**config.mk**
```make
export PLATFORM = sky130hd
export DESIGN_NAME = rhpc_top
export DESIGN_NICKNAME = d
export VERILOG_FILES = /design/src/design/rhpc_pkg.sv /design/src/design/rhpc_top.sv /design/src/design/rhpc_seq_timer.sv
export SDC_FILE = /design/constraint.sdc
export NUM_CORES = 1
export LEC_CHECK = 0
export BUFFER_PORTS_ARGS = -buffer_cell sky130_fd_sc_hd__buf_2
export CORE_MARGIN = 2
export CORE_UTILIZATION = 40
export CTS_BUF_LIST = sky130_fd_sc_hd__clkbuf_4
export CTS_CLUSTER_SIZE = 40
export DETAILED_ROUTE_END_ITERATION = 10
export GPL_ROUTABILITY_DRIVEN = 1
export GPL_TIMING_DRIVEN = 0
export PLACE_DENSITY = 0.7
export RECOVER_POWER = 100
export SETUP_SLACK_MARGIN = 0.3
export SLEW_MARGIN = 20
export SYNTH_ARGS = -nofsm -noshare
export SYNTH_HDL_FRONTEND = slang
export SYNTH_SLANG_ARGS = --single-unit
```
**constraint.sdc**
```tcl
create_clock -name clk -period 4.8 [get_ports clk]
set_input_delay 0.24 -clock clk [delete_from_list [all_inputs] [get_ports clk]]
set_output_delay 0.24 -clock clk [all_outputs]
set_load 0.01 [all_outputs]
```
**src/design/rhpc_pkg.sv**
```systemverilog
// constants for the root hub port 1 low control byte and its register slave
// How it works
// - writing 1 to set-reset raises reset status and starts reset signaling; 0 ignored
// - reset status reads 1 exactly while reset signaling is driven on the port
// - clear-suspend write of 1 while suspended starts resume signaling
// - clear-suspend ignored when not suspended; writing 0 always ignored
// - overcurrent readback is 1 only after overcurrent; no input here, so reads 0
// - set-suspend write of 1 while connected sets suspend status and suspends port
// - set-suspend while disconnected does not suspend, it raises connect change
// - suspend status clears itself at end of resume and end of reset; here it clears when reset signaling starts
// - suspend status reads 1 while suspended and during resume
// - set-enable write of 1 while connected sets enable status
// - set-enable ignored while disconnected; writing 0 always ignored
// - enable status sets itself when a port reset completes
// - enable status sets itself when resume completes on a disabled port
// - connect status reads 1 with a device attached, 0 without
// - nonremovable mask bit makes connect status 1 after root hub reset; here the mask resets to 0, so connect status reads 1 once the mask is written
// - clear-enable write of 1 clears enable status; writing 0 does nothing
// - set-reset, set-enable or set-suspend while disconnected raise connect change
package rhpc_pkg;

  // register byte offsets
  localparam logic [7:0]  PORT1_STATUS_CONTROL_OFF = 8'h00;
  localparam logic [7:0]  ROOT_HUB_DESCRIPTOR_B_OFF = 8'h04;

  // port1_status_control field positions
  localparam int CONNECT_STATUS_CLEAR_ENABLE_BIT = 0;
  localparam int ENABLE_STATUS_SET_ENABLE_BIT    = 1;
  localparam int SUSPEND_STATUS_SET_SUSPEND_BIT  = 2;
  localparam int OVERCURRENT_CLEAR_SUSPEND_BIT   = 3;
  localparam int RESET_STATUS_SET_RESET_BIT      = 4;
  localparam int CONNECT_CHANGE_FLAG_BIT         = 16;
  localparam int SUSPEND_CHANGE_FLAG_BIT         = 18;
  localparam int RESET_CHANGE_FLAG_BIT           = 20;

  // root_hub_descriptor_b field position and reset value
  localparam int         NONREMOVABLE_DEVICE_MASK_BIT = 1;
  localparam logic       NONREMOVABLE_RESET           = 1'b0;

  // axi answers
  localparam logic [1:0] RESP_OKAY   = 2'h0;
  localparam logic [1:0] RESP_SLVERR = 2'h2;

  // signaling times
  localparam int CLK_HZ          = 25000000;
  localparam int USB_RESET_MS    = 10;
  localparam int USB_RESUME_MS   = 20;
  localparam int RESET_CYCLES    = USB_RESET_MS * (CLK_HZ / 1000);
  localparam int RESUME_CYCLES   = USB_RESUME_MS * (CLK_HZ / 1000);
  localparam int TIMER_W         = 20;

  // port sequence states
  typedef enum logic [1:0] {
    RHPC_IDLE    = 2'b00,
    RHPC_RESET   = 2'b01,
    RHPC_SUSPEND = 2'b10,
    RHPC_RESUME  = 2'b11
  } rhpc_state_t;

endpackage

```
**src/design/rhpc_top.sv**
```systemverilog
// root hub port 1 control: axi4-lite registers, port sequencing and status bits
`timescale 1ns/1ps
module rhpc_top #(
  parameter int RESET_CYCLES  = rhpc_pkg::RESET_CYCLES,
  parameter int RESUME_CYCLES = rhpc_pkg::RESUME_CYCLES
) (
  input  wire logic        clk,
  input  wire logic        sys_rst,
  // axi4-lite slave
  input  wire logic [7:0]  s_axi_awaddr,
  input  wire logic        s_axi_awvalid,
  output logic             s_axi_awready,
  input  wire logic [31:0] s_axi_wdata,
  input  wire logic [3:0]  s_axi_wstrb,
  input  wire logic        s_axi_wvalid,
  output logic             s_axi_wready,
  output logic [1:0]       s_axi_bresp,
  output logic             s_axi_bvalid,
  input  wire logic        s_axi_bready,
  input  wire logic [7:0]  s_axi_araddr,
  input  wire logic        s_axi_arvalid,
  output logic             s_axi_arready,
  output logic [31:0]      s_axi_rdata,
  output logic [1:0]       s_axi_rresp,
  output logic             s_axi_rvalid,
  input  wire logic        s_axi_rready,
  // port side
  input  wire logic        dev_attached,
  output logic             port_reset_drive,
  output logic             port_resume_drive,
  output logic             port_suspended,
  output logic             port_enabled
);

  // write-one test on a field, honouring its byte strobe
  function automatic logic w1(input logic [31:0] d, input logic [3:0] s, input int pos);
    w1 = d[pos] & s[pos / 8];
  endfunction

  // true when an address selects a given register word
  function automatic logic hit(input logic [7:0] a, input logic [7:0] off);
    hit = (a[7:2] == off[7:2]);
  endfunction

  logic [7:0]  wr_addr;
  logic [31:0] wr_data;
  logic [3:0]  wr_strb;
  logic        wr_go;
  logic        wr_port;
  logic        wr_desc;
  logic        wr_mapped;
  logic        rd_mapped;
  logic [31:0] rd_value;

  logic        set_reset;
  logic        clr_suspend;
  logic        set_suspend;
  logic        set_enable;
  logic        clr_enable;
  logic        clr_connect_chg;
  logic        clr_suspend_chg;
  logic        clr_reset_chg;

  logic        attach_q;
  logic        ccs;
  logic        ccs_q;
  logic        nonremovable;
  logic        pes;
  logic        connect_change_flag;
  logic        pssc;
  logic        reset_change_flag;

  rhpc_pkg::rhpc_state_t state;
  rhpc_pkg::rhpc_state_t next_state;

  logic                           tmr_start;
  logic [rhpc_pkg::TIMER_W-1:0]   tmr_load;
  logic                           tmr_done;
  logic                           end_reset;
  logic                           end_resume;

  // ---------------- axi write channel ----------------
  // address and data are taken in either order; the write acts once both are held
  assign wr_go = !s_axi_awready && !s_axi_wready && !s_axi_bvalid;

  always_ff @(posedge clk) begin
    if (sys_rst) begin
      s_axi_awready <= 1'b1;
      wr_addr       <= 8'h00;
    end else if (s_axi_awvalid && s_axi_awready) begin
      s_axi_awready <= 1'b0;
      wr_addr       <= s_axi_awaddr;
    end else if (s_axi_bvalid && s_axi_bready) begin
      s_axi_awready <= 1'b1;
    end
  end

  always_ff @(posedge clk) begin
    if (sys_rst) begin
      s_axi_wready <= 1'b1;
      wr_data      <= 32'h00000000;
      wr_strb      <= 4'h0;
    end else if (s_axi_wvalid && s_axi_wready) begin
      s_axi_wready <= 1'b0;
      wr_data      <= s_axi_wdata;
      wr_strb      <= s_axi_wstrb;
    end else if (s_axi_bvalid && s_axi_bready) begin
      s_axi_wready <= 1'b1;
    end
  end

  // response rises on the edge where the write takes effect
  always_ff @(posedge clk) begin
    if (sys_rst) begin
      s_axi_bvalid <= 1'b0;
      s_axi_bresp  <= rhpc_pkg::RESP_OKAY;
    end else if (wr_go) begin
      s_axi_bvalid <= 1'b1;
      s_axi_bresp  <= wr_mapped ? rhpc_pkg::RESP_OKAY : rhpc_pkg::RESP_SLVERR;
    end else if (s_axi_bready) begin
      s_axi_bvalid <= 1'b0;
    end
  end

  assign wr_port   = wr_go && hit(wr_addr, rhpc_pkg::PORT1_STATUS_CONTROL_OFF);
  assign wr_desc   = wr_go && hit(wr_addr, rhpc_pkg::ROOT_HUB_DESCRIPTOR_B_OFF);
  assign wr_mapped = hit(wr_addr, rhpc_pkg::PORT1_STATUS_CONTROL_OFF) ||
                     hit(wr_addr, rhpc_pkg::ROOT_HUB_DESCRIPTOR_B_OFF);

  // write-one strobes; zeros and the reserved bits carry no effect
  assign set_reset   = wr_port && w1(wr_data, wr_strb, rhpc_pkg::RESET_STATUS_SET_RESET_BIT);
  assign clr_suspend = wr_port && w1(wr_data, wr_strb, rhpc_pkg::OVERCURRENT_CLEAR_SUSPEND_BIT);
  assign set_suspend = wr_port && w1(wr_data, wr_strb, rhpc_pkg::SUSPEND_STATUS_SET_SUSPEND_BIT);
  assign set_enable  = wr_port && w1(wr_data, wr_strb, rhpc_pkg::ENABLE_STATUS_SET_ENABLE_BIT);
  assign clr_enable  = wr_port && w1(wr_data, wr_strb, rhpc_pkg::CONNECT_STATUS_CLEAR_ENABLE_BIT);
  assign clr_connect_chg = wr_port && w1(wr_data, wr_strb, rhpc_pkg::CONNECT_CHANGE_FLAG_BIT);
  assign clr_suspend_chg = wr_port && w1(wr_data, wr_strb, rhpc_pkg::SUSPEND_CHANGE_FLAG_BIT);
  assign clr_reset_chg   = wr_port && w1(wr_data, wr_strb, rhpc_pkg::RESET_CHANGE_FLAG_BIT);

  // ---------------- axi read channel ----------------
  assign rd_mapped = hit(s_axi_araddr, rhpc_pkg::PORT1_STATUS_CONTROL_OFF) ||
                     hit(s_axi_araddr, rhpc_pkg::ROOT_HUB_DESCRIPTOR_B_OFF);

  // read image; overcurrent bit and bits seven to five stay zero
  always_comb begin
    rd_value = 32'h00000000;
    if (hit(s_axi_araddr, rhpc_pkg::PORT1_STATUS_CONTROL_OFF)) begin
      rd_value[rhpc_pkg::CONNECT_STATUS_CLEAR_ENABLE_BIT] = ccs;
      rd_value[rhpc_pkg::ENABLE_STATUS_SET_ENABLE_BIT]    = pes;
      rd_value[rhpc_pkg::SUSPEND_STATUS_SET_SUSPEND_BIT]  = port_suspended;
      rd_value[rhpc_pkg::OVERCURRENT_CLEAR_SUSPEND_BIT]   = 1'b0;
      rd_value[rhpc_pkg::RESET_STATUS_SET_RESET_BIT]      = port_reset_drive;
      rd_value[rhpc_pkg::CONNECT_CHANGE_FLAG_BIT]         = connect_change_flag;
      rd_value[rhpc_pkg::SUSPEND_CHANGE_FLAG_BIT]         = pssc;
      rd_value[rhpc_pkg::RESET_CHANGE_FLAG_BIT]           = reset_change_flag;
    end else if (hit(s_axi_araddr, rhpc_pkg::ROOT_HUB_DESCRIPTOR_B_OFF)) begin
      rd_value[rhpc_pkg::NONREMOVABLE_DEVICE_MASK_BIT]    = nonremovable;
    end
  end

  // reads have no side effects, so data is captured at the address handshake
  always_ff @(posedge clk) begin
    if (sys_rst) begin
      s_axi_arready <= 1'b1;
      s_axi_rvalid  <= 1'b0;
      s_axi_rdata   <= 32'h00000000;
      s_axi_rresp   <= rhpc_pkg::RESP_OKAY;
    end else if (s_axi_arvalid && s_axi_arready) begin
      s_axi_arready <= 1'b0;
      s_axi_rvalid  <= 1'b1;
      s_axi_rdata   <= rd_value;
      s_axi_rresp   <= rd_mapped ? rhpc_pkg::RESP_OKAY : rhpc_pkg::RESP_SLVERR;
    end else if (s_axi_rvalid && s_axi_rready) begin
      s_axi_arready <= 1'b1;
      s_axi_rvalid  <= 1'b0;
    end
  end

  // ---------------- descriptor and connect status ----------------
  // nonremovable mask for port 1, written by software
  always_ff @(posedge clk) begin
    if (sys_rst) begin
      nonremovable <= rhpc_pkg::NONREMOVABLE_RESET;
    end else if (wr_desc && wr_strb[0]) begin
      nonremovable <= wr_data[rhpc_pkg::NONREMOVABLE_DEVICE_MASK_BIT];
    end
  end

  // connect status follows the pin, forced on for a nonremovable device;
  // ccs starts at 0 and the mask resets to 0, so a nonremovable port shows a rise once the mask is written
  always_ff @(posedge clk) begin
    if (sys_rst) begin
      attach_q <= 1'b0;
      ccs      <= 1'b0;
      ccs_q    <= 1'b0;
    end else begin
      attach_q <= dev_attached;
      ccs      <= attach_q || nonremovable;
      ccs_q    <= ccs;
    end
  end

  // ---------------- port sequence ----------------
  // reset wins over everything; suspend requests need a connected device
  always_comb begin
    next_state = state;
    case (state)
      rhpc_pkg::RHPC_IDLE: begin
        if (set_reset && ccs) begin
          next_state = rhpc_pkg::RHPC_RESET;
        end else if (set_suspend && ccs) begin
          next_state = rhpc_pkg::RHPC_SUSPEND;
        end
      end
      rhpc_pkg::RHPC_SUSPEND: begin
        if (set_reset && ccs) begin
          next_state = rhpc_pkg::RHPC_RESET;
        end else if (!ccs) begin
          next_state = rhpc_pkg::RHPC_IDLE;
        end else if (clr_suspend) begin
          next_state = rhpc_pkg::RHPC_RESUME;
        end
      end
      rhpc_pkg::RHPC_RESUME: begin
        if (set_reset && ccs) begin
          next_state = rhpc_pkg::RHPC_RESET;
        end else if (tmr_done || !ccs) begin
          next_state = rhpc_pkg::RHPC_IDLE;
        end
      end
      rhpc_pkg::RHPC_RESET: begin
        if (tmr_done) begin
          next_state = rhpc_pkg::RHPC_IDLE;
        end
      end
      default: begin
        next_state = rhpc_pkg::RHPC_IDLE;
      end
    endcase
  end

  // clear-suspend outside suspend falls through the case above untouched
  assign end_reset  = (state == rhpc_pkg::RHPC_RESET) && tmr_done;
  assign end_resume = (state == rhpc_pkg::RHPC_RESUME) && tmr_done;
  assign tmr_start  = (next_state != state) &&
                      ((next_state == rhpc_pkg::RHPC_RESET) ||
                       (next_state == rhpc_pkg::RHPC_RESUME));
  assign tmr_load   = (next_state == rhpc_pkg::RHPC_RESET) ?
                      RESET_CYCLES[rhpc_pkg::TIMER_W-1:0] :
                      RESUME_CYCLES[rhpc_pkg::TIMER_W-1:0];

  // one timer serves both sequences since they never overlap
  rhpc_seq_timer u_timer (
    .clk     (clk),
    .sys_rst (sys_rst),
    .start   (tmr_start),
    .load    (tmr_load),
    .busy    (),
    .done    (tmr_done)
  );

  // state and port drive lines come from flops set off the next state
  always_ff @(posedge clk) begin
    if (sys_rst) begin
      state             <= rhpc_pkg::RHPC_IDLE;
      port_reset_drive  <= 1'b0;
      port_resume_drive <= 1'b0;
      port_suspended    <= 1'b0;
    end else begin
      state             <= next_state;
      port_reset_drive  <= (next_state == rhpc_pkg::RHPC_RESET);
      port_resume_drive <= (next_state == rhpc_pkg::RHPC_RESUME);
      port_suspended    <= (next_state == rhpc_pkg::RHPC_SUSPEND) ||
                           (next_state == rhpc_pkg::RHPC_RESUME);
    end
  end

  // ---------------- enable status ----------------
  // set events win over a clear in the same cycle; a disconnect disables
  always_ff @(posedge clk) begin
    if (sys_rst) begin
      pes          <= 1'b0;
      port_enabled <= 1'b0;
    end else begin
      if (end_reset || end_resume || (set_enable && ccs)) begin
        pes          <= 1'b1;
        port_enabled <= 1'b1;
      end else if (clr_enable || (ccs_q && !ccs)) begin
        pes          <= 1'b0;
        port_enabled <= 1'b0;
      end
    end
  end

  // ---------------- change flags ----------------
  // connect change: attach or detach, or a request aimed at an empty port
  always_ff @(posedge clk) begin
    if (sys_rst) begin
      connect_change_flag <= 1'b0;
    end else if ((ccs != ccs_q) || (!ccs && (set_reset || set_enable || set_suspend))) begin
      connect_change_flag <= 1'b1;
    end else if (clr_connect_chg) begin
      connect_change_flag <= 1'b0;
    end
  end

  // suspend change only once the resume sequence has run out
  always_ff @(posedge clk) begin
    if (sys_rst) begin
      pssc <= 1'b0;
    end else if (end_resume) begin
      pssc <= 1'b1;
    end else if (clr_suspend_chg) begin
      pssc <= 1'b0;
    end
  end

  // reset change marks the end of reset signaling
  always_ff @(posedge clk) begin
    if (sys_rst) begin
      reset_change_flag <= 1'b0;
    end else if (end_reset) begin
      reset_change_flag <= 1'b1;
    end else if (clr_reset_chg) begin
      reset_change_flag <= 1'b0;
    end
  end

endmodule

```
**src/design/rhpc_seq_timer.sv**
```systemverilog
// one-shot down counter timing reset and resume signaling
`timescale 1ns/1ps
module rhpc_seq_timer (
  input  wire logic                         clk,
  input  wire logic                         sys_rst,
  input  wire logic                         start,
  input  wire logic [rhpc_pkg::TIMER_W-1:0] load,
  output logic                              busy,
  output logic                              done
);

  logic [rhpc_pkg::TIMER_W-1:0] count;

  // a new start restarts the count even while busy, so reset can cut a resume short
  always_ff @(posedge clk) begin
    if (sys_rst) begin
      count <= '0;
      busy  <= 1'b0;
      done  <= 1'b0;
    end else if (start) begin
      count <= load;
      busy  <= 1'b1;
      done  <= 1'b0;
    end else if (busy && count <= 20'h00001) begin
      count <= '0;
      busy  <= 1'b0;
      done  <= 1'b1;                         // one-cycle pulse
    end else begin
      count <= busy ? count - 20'h00001 : count;
      done  <= 1'b0;
    end
  end

endmodule

```
; ---- After elaboration in Yosys (flattened, before gate mapping)
; Index checks and enable logic that the tools add are counted.
[totals]
register_bits = 84
latchBits = 0
ramBits = 0
rom_bits = 0
in_bits = 60
out_inout_bits = 45
memories = 0
[classes]
addsub = 1
multipliers = 0
div_mod_pow = 0
n_lt_le_gt_ge = 1
eq_ne = 10
n_shift = 0
n_mux = 42
bitwise_logic = 8
n_reduce_logical = 57
[op_table]
columns = operator, count
row1 = 20-bit two-way mux, 3
row2 = 1-bit logical AND, 27
row3 = 1-bit two-way mux, 26
row4 = "20-bit by 1-bit less-or-equal comparator with 1-bit output, second input constant", 1
row5 = 2-bit two-way mux, 10
row6 = "20-bit by 1-bit subtractor with 20-bit output, second input constant", 1
row7 = 19-bit two-way mux, 1
row8 = 2-bit nonzero test, 9
row9 = "6-bit by 1-bit == test with 1-bit output, second input constant", 2
row10 = 6-bit zero test, 2
row11 = 1-bit logical OR, 12
row12 = 1-bit AND, 8
row13 = "2-bit == test, second input constant", 4
row14 = 2-bit one-hot mux with 4 select lines, 1
row15 = "2-bit by 1-bit == test with 1-bit output, second input constant", 2
row16 = 1-bit zero test, 4
row17 = 3-bit two-way mux, 1
row18 = 3-bit nonzero test, 1
row19 = 2-bit zero test, 1
row20 = 2-bit inequality test, 1
row21 = 2-bit OR reduction, 1
row22 = 1-bit inequality test, 1

; ---- Longest topological paths before layout
; Gate-level depths: netlist (run 1).
[logic_depth]
depth_word = 13
ltp_mapped = 8
mapped_depth_nobuf = 7

; ---- Cells and area by module
; Synthesis (run 1) repeated with hierarchy kept, for this count alone.
[hier_totals]
hier_cells = 393
area_unflattened_um2 = 3253.1
[by_module_without_submodules]
columns = mod, n_inst, cells_each, area_per_inst_um2, seq_area_each_um2
row1 = rhpc_top, 1, 233, 1938.1, 860.8
row2 = rhpc_seq_timer, 1, 160, 1315.0, 440.4

; ---- Least setup slack after synthesis (run 1)
; Ideal clock, no wire load.
[synth_path]
path_type = reg2reg
from = register s_axi_awready
to = register u_timer.count[5] (netlist bit)
setup_ns = 0.086
t_arrival_ns = 1.748
required_time_ns = 4.714
path_slack_ns = 2.965
stages_incl_launch_ff = 7
path_buffers = 1
period_less_slack_ns = 1.835
path_cell_list = dfxtp_1 buf_2 nor3_4 nand4_2 or4b_4 a2bb2o_4 a221oi_2
[synth_between]
elab_chain_cells = 13
elab_cells_between_ends = 24
[synth_rtl]
columns = element, line_no
row1 = start: declaration, rhpc_top.sv:12  ; output logic s_axi_awready,
row2 = start signal: assignment, rhpc_top.sv:88  ; s_axi_awready <= 1'b1;
row3 = start signal: assignment, rhpc_top.sv:91  ; s_axi_awready <= 1'b0;
row4 = start signal: assignment, rhpc_top.sv:94  ; s_axi_awready <= 1'b1;
row5 = 1-bit zero test (*), rhpc_top.sv:84  ; assign wr_go = !s_axi_awready && !s_axi_wready && !s_axi_bvalid;
row6 = 1-bit logical AND (*) (2 in series), rhpc_top.sv:84
row7 = 1-bit logical AND (*), rhpc_top.sv:125  ; assign wr_port = wr_go && hit(wr_addr, rhpc_pkg::PORT1_STATUS_CONTROL_OFF);
row8 = "1-bit logical AND, on equally long branches", "rhpc_top.sv:132, rhpc_top.sv:133"
row9 = 2-bit two-way mux / 1-bit logical AND (equally long branches), "rhpc_top.sv:220, rhpc_top.sv:211"
row10 = "2-bit two-way mux, on equally long branches", "rhpc_top.sv:218, rhpc_top.sv:211"
row11 = "2-bit two-way mux, on equally long branches", "rhpc_top.sv:216, rhpc_top.sv:209"
row12 = 2-bit one-hot mux with 4 select lines (*), rhpc_top.sv:207  ; case (state)
row13 = 2-bit by 1-bit == test with 1-bit output / 2-bit == test (equally long branches), "rhpc_top.sv:246, rhpc_top.sv:248, rhpc_top.sv:247"
row14 = 1-bit logical OR, rhpc_top.sv:246  ; ((next_state == rhpc_pkg::RHPC_RESET) ||
row15 = 1-bit logical AND, rhpc_top.sv:245  ; assign tmr_start = (next_state != state) &&
row16 = 3-bit nonzero test (no line) / 20-bit two-way mux (equally long branches), n/a
row17 = end signal: assignment, rhpc_seq_timer.sv:21  ; count <= load;
row18 = end signal: assignment, rhpc_seq_timer.sv:29  ; count <= busy ? count - 20'h00001 : count;
row19 = end: declaration, rhpc_seq_timer.sv:12  ; logic [rhpc_pkg::TIMER_W-1:0] count;
; Every way passes the cells marked *; elsewhere a longest branch is shown, timed or not.
; A chain may end at the register's enable or synchronous reset.

; ---- Final worst setup path (run 1)
[layout_path]
from = register s_axi_awready
to = register u_timer.count[13] (netlist bit)
; Same word-level chain as after synthesis.

==> results of run 1 <==
layout make-up:
type	instances	area [um^2]
repair buffers	46	208
clock inverters	7	47.5
multi-input cells	267	1560
plain buffers	45	273
flip-flops and latches	65	1300
clock buffers	9	67.6
inverters	13	48.8
well taps	102	128
fillers	776	4020
power by group through the flow:
stage          clock network, uW  registers (uW)  logic [uW]
2_1_floorplan                  0             576        68.6
3_3_place_gp                   0             576        97.4
3_5_place_dp                   0             577        99.0
4_1_cts                      323             564        99.2
5_1_grt                      342             566         107
6_report                     316             564        96.2
worst max-delay path by stage:
stage	end	slack, ps	from	cells after the start
floorplan	u_timer.count[5]	2970	s_axi_awready	6
global route	u_timer.count[13]	1850	s_axi_awready	8
global placement	u_timer.count[18]	2750	state[1]	5
CTS	u_timer.count[13]	2650	state[1]	5
detailed placement	u_timer.count[13]	2670	state[1]	5
finish	u_timer.count[13]	2110	s_axi_awready	8
critical path, delay by kind of cell, from the launching register on:
family | cells | cell delay [ps]
AND/OR/NAND/NOR | 4 | 1270
buffers and inverters | 3 | 780
flip-flops | 1 | 320
AO/OA/AOI/OAI | 1 | 180
placed cells by master, fill, tap and decap left out, types with 4 or more instances in the layout:
| master | Yosys | layout |
|---|---|---|
| nor2b_1 | 4 | 4 |
| a21o_1 | 4 | 4 |
| clkbuf_4 | 0 | 9 |
| conb_1 | 1 | 27 |
| nor3_1 | 13 | 14 |
| dfxtp_1 | 65 | 65 |
| buf_4 | 28 | 27 |
| clkbuf_1 | 11 | 34 |
| nor2_1 | 29 | 29 |
| xnor2_1 | 7 | 7 |
| buf_2 | 3 | 30 |
| a21oi_1 | 27 | 27 |
| nor4_1 | 6 | 7 |
| o21ai_0 | 7 | 9 |
| or3_1 | 4 | 4 |
| nand3b_1 | 4 | 4 |
| nand2_1 | 44 | 44 |
| nand3_1 | 13 | 13 |
| a22oi_1 | 7 | 7 |
| inv_1 | 13 | 13 |
logic make-up (layout without fill, tap and decap cells):
logic type | Yosys count | count (layout)
xor+xnor | 8 | 8
compound gates | 78 | 78
buf+inv | 58 | 120
simple gates | 146 | 146
mux | 5 | 5
flops | 65 | 65
other cells | 1 | 27
fa+ha+maj | 3 | 3
sequential cells by signal, indices dropped and copies added (netlist names), 2 cells and up:
| register | cells |
|---|---|
| s_axi_rdata | 7 |
| state | 2 |
| u_timer.count | 20 |
| wr_addr | 6 |
| wr_data | 8 |
| wr_strb | 2 |
routing by layer:
metal / up-vias / global-route usage (%)
li1: 1402 / -
met1: 1227 / 21.7
met2: 74 / 25.7
met3: 5 / 4.31
met4: 0 / 5.22
met5: - / 0
cell usage after synthesis, types with 2 or more instances:
| cell | number |
|---|---|
| inv_1 | 13 |
| o21bai_1 | 3 |
| mux2_2 | 3 |
| nor4_2 | 2 |
| nand3b_1 | 4 |
| nor2b_1 | 4 |
| a221oi_1 | 3 |
| nand2_1 | 44 |
| nor2_1 | 29 |
| ha_1 | 3 |
| a21o_1 | 4 |
| nor3b_1 | 2 |
| buf_2 | 3 |
| mux2i_1 | 2 |
| o21ai_0 | 7 |
| xnor2_1 | 7 |
| or2_2 | 3 |
| o21ai_1 | 3 |
| a31oi_1 | 2 |
| a21oi_1 | 27 |
| nor4_1 | 6 |
| a211oi_1 | 3 |
| nand2b_1 | 3 |
| nand3_1 | 13 |
| or4_1 | 2 |
| dfxtp_1 | 65 |
| or3_1 | 4 |
| a22oi_1 | 7 |
| a2111oi_0 | 2 |
| and3_1 | 3 |
| nand4_1 | 3 |
| buf_4 | 28 |
| o31a_1 | 3 |
| clkbuf_1 | 11 |
| o2111ai_1 | 2 |
| clkbuf_2 | 2 |
| nor3_1 | 13 |
through the flow:
stage / utilization, % / hold slack [ps] / cells / worst slack (ps)
floorplan: - / 368 / 390 / 2970
global placement: 46.7 / 421 / 538 / 2750
detailed placement: 46.7 / 426 / 538 / 2670
CTS: 48.2 / 23.6 / 554 / 2650
global route: 47.5 / 31.1 / 554 / 1850
finish: 47.5 / 38.1 / 554 / 2110
==> results.md, run 1 <==
- Total Power: just under 1000 uW
- Synth-to-Final Area Change: 16.4%
- Setup TNS Final: 0 ps
- Power per cell area: approximately 270 nW/um^2
- Count of final setup violators: 0
- Sequential share of the synthesized area: about two fifths
- Slew Limit Fails: 0
- Reg power frac: 57.8%
- Top_reg_cell synth: dfxtp_1
- Cell breakdown of the critical path: clkbuf_1 -> nor3_1 -> and4_1 -> clkbuf_1 -> nand3_1 -> nand3b_1 -> clkbuf_1 -> o21ai_0
- Worst R2R Path Depth: 8
- Routability Congestion: between 0.9 and 1
- Hold EP: attach_q
- DR vias: ~2700
- Highest metal used: met4
- Worst R2R End: u_timer.count[13]
- Crit-path slowest cell: nand3_1
- CTS root buf: clkbuf_4
- Hold Buf Count CTS: 0
- P_sw: ~280 uW
- Post-Synthesis Cells: 364
- First-pass GRT wire length: 11.1 mm
- Row Count: 32
- I/O pin count: 105
- DRT Pass-1 Iters: 4
- H-Tree Depth: 3
- Routed WL per cell: roughly 12 um
- RSZ-0062 raised after global routing: false
- Worst r2r src: s_axi_awready
- Post-synthesis xor/xnor area fraction: under 10%
- Clock slew at reported path FFs: 110 ps
- Unique masters post-synth: 63
- CP arrival: 2970 ps
- Top post-synthesis cells by area: dfxtp_1 42%, buf_4 6.7%, nand2_1 5.3%, a21oi_1 4.3%, nor2_1 3.5%
- Vias in the first global route: roughly 2400
- Synth warn: 0
- Final ANT Viol Nets: 0
- Longest Clk Path Bufs: 2
- Initial antenna violation count: 0
- Combinational family with the most area after synthesis: simple AND/OR/NAND/NOR gates
- Sw Ratio: 28.2%
- Largest net degree at the start of global routing: 13
- Worst path max stage delay: about 400 ps
- Worst-Skew Late Latency: ~420 ps
- Yosys reg bits: 65
- Outcome: completed
- DR iter-0 viols: 151
- Post-CTS Setup Inserts: 0
- Ratio of cells with drive above 1 in the final layout: around 20%
- Setup Skew: 15.9 ps
- DR WL met3: between 300 and 400 um
- Die X: roughly 92 um
- Internal power: 701 uW
- Max_cap viols: 0
- CTS tree: built
- Crit-path max FO: 10
- Dpl cell area: 3570 um^2
- Element type at the critical path start: flip-flop
- GR Overflow Total: 0
- Design area: ~3600 um^2
- Initial core utilization: around two fifths
- Overall Global Routing Usage: approximately 16%
- Reg2Reg Setup Slack: about 2100 ps
- Combinational share of power: under 10%
- Simple-gate share of the synthesized area: approximately 25%
- Max Freq: between 300 and 400 MHz
- Routed WL: between 6 and 7 mm
- Die Y: roughly 92 um
- TritonCTS buffer count: 9
- Post-synthesis adder-cell area fraction: ~1.2%
- Nets: between 500 and 600
- Fin crit share: between 50% and 60%
- CP most frequent cell: clkbuf_1
- Compound-Gate Fraction of Synth Area: ~17%
- Ant diodes: 0
- Mux contribution to synthesized area: roughly 1.7%
- Pleak: approximately 0.0015 uW
- Max VDD drop: 133 uV
- Post-Syn Area per Cell: about 8.6 um^2
- Worst slew margin: around 32%
- CP Data Required Time: just over 5000 ps
- Drt drc: 0
- Kind of critical path: flip-flop to flip-flop
- Area share of the leading cell type in the synthesized netlist: between 40% and 50%
- Vias per cell: around 5
- Die ar.: 8520 um^2
- Worst Setup End Kind: flip-flop
- Minimum clock period: between 2000 and 3000 ps
- I/O Buffers: 46
- Fin. Hold Viols: 0
- Metal-1 WL: ~3.3 mm
- DR WL met2: 3.10 mm
- Path type of the worst min-delay path: input port to flip-flop
- Synth Cell Area: 3120 um^2
- Slew at the pin closest to its max-slew limit: about 1000 ps
- Hold path start: dev_attached
- Clock network fraction of total power: between 30% and 40%
- Leading area contributor after synthesis: dfxtp_1
- Worst hold stages: 2
- Async SR Flop Fraction: 0%
- Post-synth EDFFs: 0
- CTS Sinks: 65
- Final HPWL DP: around 5.1 mm
- Area of the core: about 7600 um^2
- Post-CTS resize count: 0
Note: power is estimated with default switching activity, not from simulation.
==> inputs of run 2 (changes only) <==
ABC_AREA = 1   (was not set)
PLACE_DENSITY = 0.69   (was 0.7)
clock period = 2.7 ns   (was 4.8 ns; I/O delays follow)
==> run 2 against run 1 <==
Effect of this change:
- via count rose by 15%
- register-to-register slack worse by 1600 ps
- combinational power rose to 15 times the previous value
- non-clock buffer count up 11
- largest power group is now combinational cells
==> results.md, run 2 <==
- Outcome: completed (unchanged)
- Async SR Flop Fraction: 0% (unchanged)
- Setup Skew: 12.5 ps (was 15.9 ps)
- Die Y: 94.7 um (was 92.3 um)
- Multi-input logic area: 1620 um^2 (was 1560 um^2)
- Most numerous cell in the Yosys netlist: nor2_1 (was dfxtp_1)
- Max Freq: 454 MHz (was 372 MHz)
- Max VDD drop: 536 uV (was 133 uV)
- Fin. Hold Viols: 0 (unchanged)
- Element type at the critical path start: flip-flop (unchanged)
- Ratio of cells with drive above 1 in the final layout: 16.8% (was 19.7%)
- Post-synth top cells: 91 x nor2_1, 84 x nand2_1, 65 x dfxtp_1 (was 65 x dfxtp_1, 44 x nand2_1, 29 x nor2_1)
- Overall Global Routing Usage: 17.6% (was 16.3%)
- Synth warn: 0 (unchanged)
- Finished Layout Cells: 677 (was 554)
- H-Tree Depth: 3 (unchanged)
- Register cell area after layout: 1300 um^2 (unchanged)
- Routed WL per cell: 11.2 um (was 12.3 um)
- Path type of the worst min-delay path: input port to flip-flop (unchanged)
- Largest register by flop count: u_timer.count (unchanged)
- Setup TNS Final: 0 ps (unchanged)
- Final HPWL DP: 5.64 mm (was 5.14 mm)
- CP Data Required Time: 3010 ps (was 5080 ps)
- I/O Buffers: 47 (was 46)
- Leading area contributor after synthesis: dfxtp_1 (unchanged)
- Sequential share of the synthesized area: 39.5% (was 41.7%)
- Synth Cell Area: 3290 um^2 (was 3120 um^2)
- Hold slack: 36.3 ps (was 38.1 ps)
- Worst-Skew Late Latency: 410 ps (was 420 ps)
- I/O pin count: 105 (unchanged)
- Largest registers: u_timer.count (20), wr_data (8), s_axi_rdata (7) (unchanged)
- Kind of critical path: flip-flop to flip-flop (unchanged)
- Fill count: 819 (was 776)
- Final ANT Viol Nets: 0 (unchanged)
- CTS root buf: clkbuf_4 (unchanged)
- Post-synth EDFFs: 0 (unchanged)
- DP Worst Slack: 659 ps (was 2670 ps)
- Reg2Reg Setup Slack: 500 ps (was 2110 ps)
- Yosys reg bits: 65 (unchanged)
- RSZ-0062 raised after global routing: false (unchanged)
- Most common cell after layout, fill and taps aside: nor2_1 (was dfxtp_1)
- Initial antenna violation count: 0 (unchanged)
- Commonest non-fill, non-tap cells in the layout: 93 x nor2_1, 86 x nand2_1, 65 x dfxtp_1 (was 65 x dfxtp_1, 44 x nand2_1, 34 x clkbuf_1)
- Area share of the leading cell type in the synthesized netlist: 39.5% (was 41.7%)
- Post-Synthesis Cells: 465 (was 364)
- Die ar.: 8970 um^2 (was 8520 um^2)
- CTS Sinks: 65 (unchanged)
- CTS tree: built (unchanged)
- TritonCTS buffer count: 9 (unchanged)
- Placed cells: 643 (was 538)
- Longest Clk Path Bufs: 2 (unchanged)
- CP arrival: 2510 ps (was 2970 ps)
- Power per cell area: 818 nW/um^2 (was 269 nW/um^2)
- Fin crit share: 81.6% (was 56.1%)
- First-pass GRT wire length: 12.4 mm (was 11.1 mm)
- DR vias: 3110 (was 2708)
- Row Count: 33 (was 32)
- Ant diodes: 0 (unchanged)
- Area of the core: 8090 um^2 (was 7650 um^2)
- DR iter-0 viols: 103 (was 151)
- Minimum clock period: 2200 ps (was 2690 ps)
- Slew at the pin closest to its max-slew limit: 534 ps (was 1000 ps)
- Final Worst Setup Slack: 497 ps (was 2110 ps)
- GR Overflow Total: 0 (unchanged)
- Largest net degree at the start of global routing: 14 (was 13)
- Top post-synthesis cells by area: dfxtp_1 40%, nor2_1 10%, nand2_1 9.6%, buf_4 6.4%, inv_1 4.4% (was dfxtp_1 42%, buf_4 6.7%, nand2_1 5.3%, a21oi_1 4.3%, nor2_1 3.5%)
- Top_reg_cell synth: dfxtp_1 (unchanged)
- Crit-path max FO: 10 (unchanged)
- Worst Setup End Kind: flip-flop (unchanged)
- Synth-to-Final Area Change: 22.5% (was 16.4%)
- Pleak: 0.00196 uW (was 0.00150 uW)
- Initial core utilization: 40.7% (was 40.8%)
- Routed WL: 7.62 mm (was 6.79 mm)
- Drt drc: 0 (unchanged)
- Unique masters post-synth: 37 (was 63)
- Die X: 94.7 um (was 92.3 um)
- Vias in the first global route: 2880 (was 2408)
- DRT Pass-1 Iters: 4 (unchanged)
- Max FFs per register: 20 (unchanged)
- Max_cap viols: 0 (unchanged)
- Worst slew margin: 64.4% (was 32.4%)
- Post-Syn Area per Cell: 7.08 um^2 (was 8.57 um^2)
- Count of final setup violators: 0 (unchanged)
- Nets: 630 (was 510)
- Clock slew at reported path FFs: 120 ps (was 110 ps)
- Vias per cell: 4.59 (was 4.89)
- Routability Congestion: 0.842 (was 0.900)
- Slew Limit Fails: 0 (unchanged)
run 2: metal layers:
layer	track usage, %	up-vias	share of wire [%]
li1	-	1633	-
met1	19.4	1385	42
met2	32.2	80	50
met3	5.51	12	6.3
met4	5.31	0	1.4
met5	0	-	0
run 2: worst paths after layout:
kind / start / to / depth (start not counted)
setup / recovery: wr_addr[7] / u_timer.count[12] / 13
hold / removal: s_axi_wdata[4] / wr_data[4] / 3
setup reg to reg: wr_addr[7] / u_timer.count[12] / 13
hold reg to reg: port_reset_drive / s_axi_rdata[4] / 2
run 2: kinds of logic (layout without fill, tap and decap cells):
family	Yosys count	after routing	synth area share (%)
compound gates	69	69	11.4
xor+xnor	15	15	3.99
fa+ha+maj	3	3	1.14
buf+inv	84	165	13.3
flops	65	65	39.5
other cells	1	27	0.114
simple gates	228	228	30.5
run 2: critical path, cell delays in order (launching register included):
cell and delay [ps]:
dfxtp_1 350, nor2_2 100, nand2_1 90, nor2_1 210, clkinv_1 120, nor2_1 280, nand4_2 160, nand2_4 160
nand2_1 170, buf_6 190, nand2_1 50, nand2_1 40, nor2_1 100, nor2_1 60
run 2: metrics by stage:
stage | total power [uW] | utilization (%) | cell area [um^2]
floorplan | 2360 | - | 3390
global placement | 2610 | 46.4 | 3750
detailed placement | 2630 | 46.4 | 3750
CTS | 3330 | 50.3 | 4070
global route | 3600 | 49.8 | 4030
finish | 3300 | 49.8 | 4030
run 2: what timing repair did:
action | CTS | global route
hold endpoints to repair | 17 | 1
buffers inserted | 0 | 0
hold buffers | 17 | 1
gates resized for setup | 0 | 0
run 2: cell type report:
| type | count | area share [%] |
|---|---|---|
| Buffer | 37 | 6.52 |
| Inverter | 47 | 4.38 |
| Sequential cell | 65 | 32.3 |
| Tap cell | 105 | 3.26 |
| Clock buffer | 9 | 1.68 |
| Multi-Input combinational cell | 342 | 40.2 |
| Timing Repair Buffer | 65 | 9.72 |
| Clock inverter | 7 | 1.96 |
run 2: report_power, final:
group | leakage [uW] | internal (uW) | total [uW] | switching, uW
registers | 0.000531 | 1070 | 1170 | 108
logic | 0.00135 | 574 | 1450 | 876
clock network | 0.0000809 | 291 | 671 | 379
==> inputs of run 3 (changes only) <==
clock period = 2.2 ns   (was 2.7 ns; I/O delays follow)
==> run 3 against run 2 <==
Effect of this change:
- clock-buffer cell count unchanged
- critical path depth shrank 1
- largest cell class unchanged
- cell area increased by 5.9%
- non-clock buffer count up 13
==> results.md, run 3 (synthesized netlist as in run 2, its figures left out) <==
- Max_cap viols: 0 (unchanged)
- Fin crit share: 85.0% (was 81.6%)
- H-Tree Depth: 3 (unchanged)
- Power per cell area: 988 nW/um^2 (was 818 nW/um^2)
- Setup TNS Final: 0 ps (unchanged)
- DR vias: 3185 (was 3110)
- CTS Sinks: 65 (unchanged)
- Initial antenna violation count: 0 (unchanged)
- Largest registers: u_timer.count (20), wr_data (8), s_axi_rdata (7) (unchanged)
- RSZ-0062 raised after global routing: true (was false)
- Largest register by flop count: u_timer.count (unchanged)
- DR iter-0 viols: 140 (was 103)
- Slew at the pin closest to its max-slew limit: 538 ps (was 534 ps)
- Pleak: 0.00206 uW (was 0.00196 uW)
- Fill count: 796 (was 819)
- Clock slew at reported path FFs: 120 ps (about the same)
- Ant diodes: 0 (unchanged)
- Crit-path slowest cell: dfxtp_1 (unchanged)
- Vias in the first global route: 2900 (was 2880)
- Kind of critical path: flip-flop to flip-flop (unchanged)
- Final Util: 52.7% (was 49.8%)
- Final ANT Viol Nets: 0 (unchanged)
- Max FFs per register: 20 (unchanged)
- TritonCTS buffer count: 9 (unchanged)
- DRT Pass-1 Iters: 4 (unchanged)
- CTS tree: built (unchanged)
- Multi-input logic area: 1710 um^2 (was 1620 um^2)
- Die Y: 94.7 um (unchanged)
- Reg2Reg Setup Slack: 330 ps (was 500 ps)
- I/O Buffers: 47 (unchanged)
- Routability Congestion: 0.842 (unchanged)
- Combinational share of power: 45.8% (was 44.0%)
- Register cell area after layout: 1310 um^2 (was 1300 um^2)
- Max Freq: 535 MHz (was 454 MHz)
- Ratio of cells with drive above 1 in the final layout: 20.7% (was 16.8%)
- Worst slew margin: 64.1% (was 64.4%)
- CP arrival: 2180 ps (was 2510 ps)
- Outcome: completed (unchanged)
- Routed WL per cell: 11.5 um (was 11.2 um)
- CP bufs+invs: 2 (unchanged)
- Most common cell after layout, fill and taps aside: nor2_1 (unchanged)
- Largest net degree at the start of global routing: 14 (unchanged)
- Reg power frac: 34.4% (was 35.7%)
- Internal power: 2470 uW (was 1930 uW)
- Clock network fraction of total power: 19.8% (was 20.4%)
- Path type of the worst min-delay path: input port to flip-flop (unchanged)
- Initial core utilization: 40.7% (unchanged)
- Die ar.: 8970 um^2 (unchanged)
- Nets: 643 (was 630)
- Sw Ratio: 41.4% (about the same)
- Crit-path max FO: 4 (was 10)
- Final HPWL DP: 5.64 mm (unchanged)
- Worst-Skew Late Latency: 420 ps (was 410 ps)
- CTS root buf: clkbuf_4 (unchanged)
- Fin. Hold Viols: 0 (unchanged)
- Setup Skew: 12.9 ps (was 12.5 ps)
- Slew Limit Fails: 0 (unchanged)
- Area of the core: 8090 um^2 (unchanged)
- Minimum clock period: 1870 ps (was 2200 ps)
- Die X: 94.7 um (unchanged)
- Cell family with most CP delay: simple AND/OR/NAND/NOR gates (unchanged)
- Element type at the critical path start: flip-flop (unchanged)
- Routed WL: 7.94 mm (was 7.62 mm)
- Max VDD drop: 700 uV (was 536 uV)
- Worst path max stage delay: 350 ps (about the same)
- CP Data Required Time: 2510 ps (was 3010 ps)
- Hold slack: 20.3 ps (was 36.3 ps)
- First-pass GRT wire length: 12.5 mm (was 12.4 mm)
- Count of final setup violators: 0 (unchanged)
- Commonest non-fill, non-tap cells in the layout: 88 x nor2_1, 83 x nand2_1, 62 x dfxtp_1 (was 93 x nor2_1, 86 x nand2_1, 65 x dfxtp_1)
- I/O pin count: 105 (unchanged)
- GR Overflow Total: 0 (unchanged)
- Cell breakdown of the critical path: nor2_2 -> nand2_1 -> nor2_4 -> inv_1 -> nor2_4 -> nand3_1 -> a21oi_2 -> inv_1 -> nand3_4 -> nand2_1 -> nor2_1 -> nor2_1 (was nor2_2 -> nand2_1 -> nor2_1 -> clkinv_1 -> nor2_1 -> nand4_2 -> nand2_4 -> nand2_1 -> buf_6 -> nand2_1 -> nand2_1 -> nor2_1 -> nor2_1)
- Worst Setup End Kind: flip-flop (unchanged)
- Synth-to-Final Area Change: 29.7% (was 22.5%)
- Row Count: 33 (unchanged)
- Longest Clk Path Bufs: 2 (unchanged)
- Vias per cell: 4.62 (was 4.59)
- Overall Global Routing Usage: 17.8% (was 17.6%)
- P_sw: 1750 uW (was 1360 uW)
- Drt drc: 0 (unchanged)
-- run 3: cell count changes in the layout (fill, tap and decap cells not counted), moves of 3 or more --
cell	before	now
buf_4	28	34
dfxtp_1	65	62
dfxtp_2	0	3
dlygate4sd3_1	18	22
nand2_1	86	83
nor2_1	93	88
nor2_4	2	7
-- run 3: stage by stage --
stage	worst slack [ps]	total power, uW	std cells	instance area (um^2)
finish	330	4220	690	4270
global route	141	4570	690	4270
CTS	284	4100	681	4130
detailed placement	159	3230	643	3750
global placement	202	3200	643	3750
floorplan	593	2900	491	3390
-- run 3: cell type report --
cell class                 instances  share of cell area (%)
multi-input combinational        342                    40.0
timing repair buffer              78                    12.4
buffer                            37                    6.33
sequential                        65                    30.6
clock buffer                       9                    1.58
inverter                          47                    4.13
tap                              105                    3.08
clock inverter                     7                    1.85
-- run 3: layer usage --
| layer | share of wire, % | global-route usage [%] | wire length [um] |
|---|---|---|---|
| met3 | 4.9 | 5.59 | 392 |
| met4 | 1.5 | 5.31 | 116 |
| met1 | 43 | 19.6 | 3430 |
| met2 | 50 | 32.4 | 4000 |
| met5 | 0 | 0 | 0 |
-- run 3: worst register-to-register path, cell delays in order, from the launching register on --
cell and delay [ps]:
dfxtp_1 350, nor2_2 100, nand2_1 120, nor2_4 160
inv_1 90, nor2_4 140, nand3_1 90, a21oi_2 220
inv_1 150, nand3_4 120, nand2_1 60, nor2_1 100
nor2_1 60
-- run 3: final timing paths --
check | from | to | depth (start not counted)
min | s_axi_araddr[4] | s_axi_rresp[1] | 5
max reg2reg | wr_addr[6] | u_timer.count[12] | 12
max | wr_addr[6] | u_timer.count[12] | 12
min reg2reg | port_reset_drive | s_axi_rdata[4] | 2
-- run 3: timing repair --
item                       CTS  global route
hold endpoints to repair    24             0
cloned                       0             1
buffers inserted             0             8
pin swaps                    0            14
hold buffers                22             0
resized for setup            3            23
setup endpoints to repair   14            20
-- run 3: power groups by stage --
stage	sequential, uW	clock (uW)	combinational, uW
2_1_floorplan	1440	0	1460
3_3_place_gp	1460	0	1740
3_5_place_dp	1460	0	1770
4_1_cts	1440	850	1820
5_1_grt	1470	904	2190
6_report	1450	833	1930
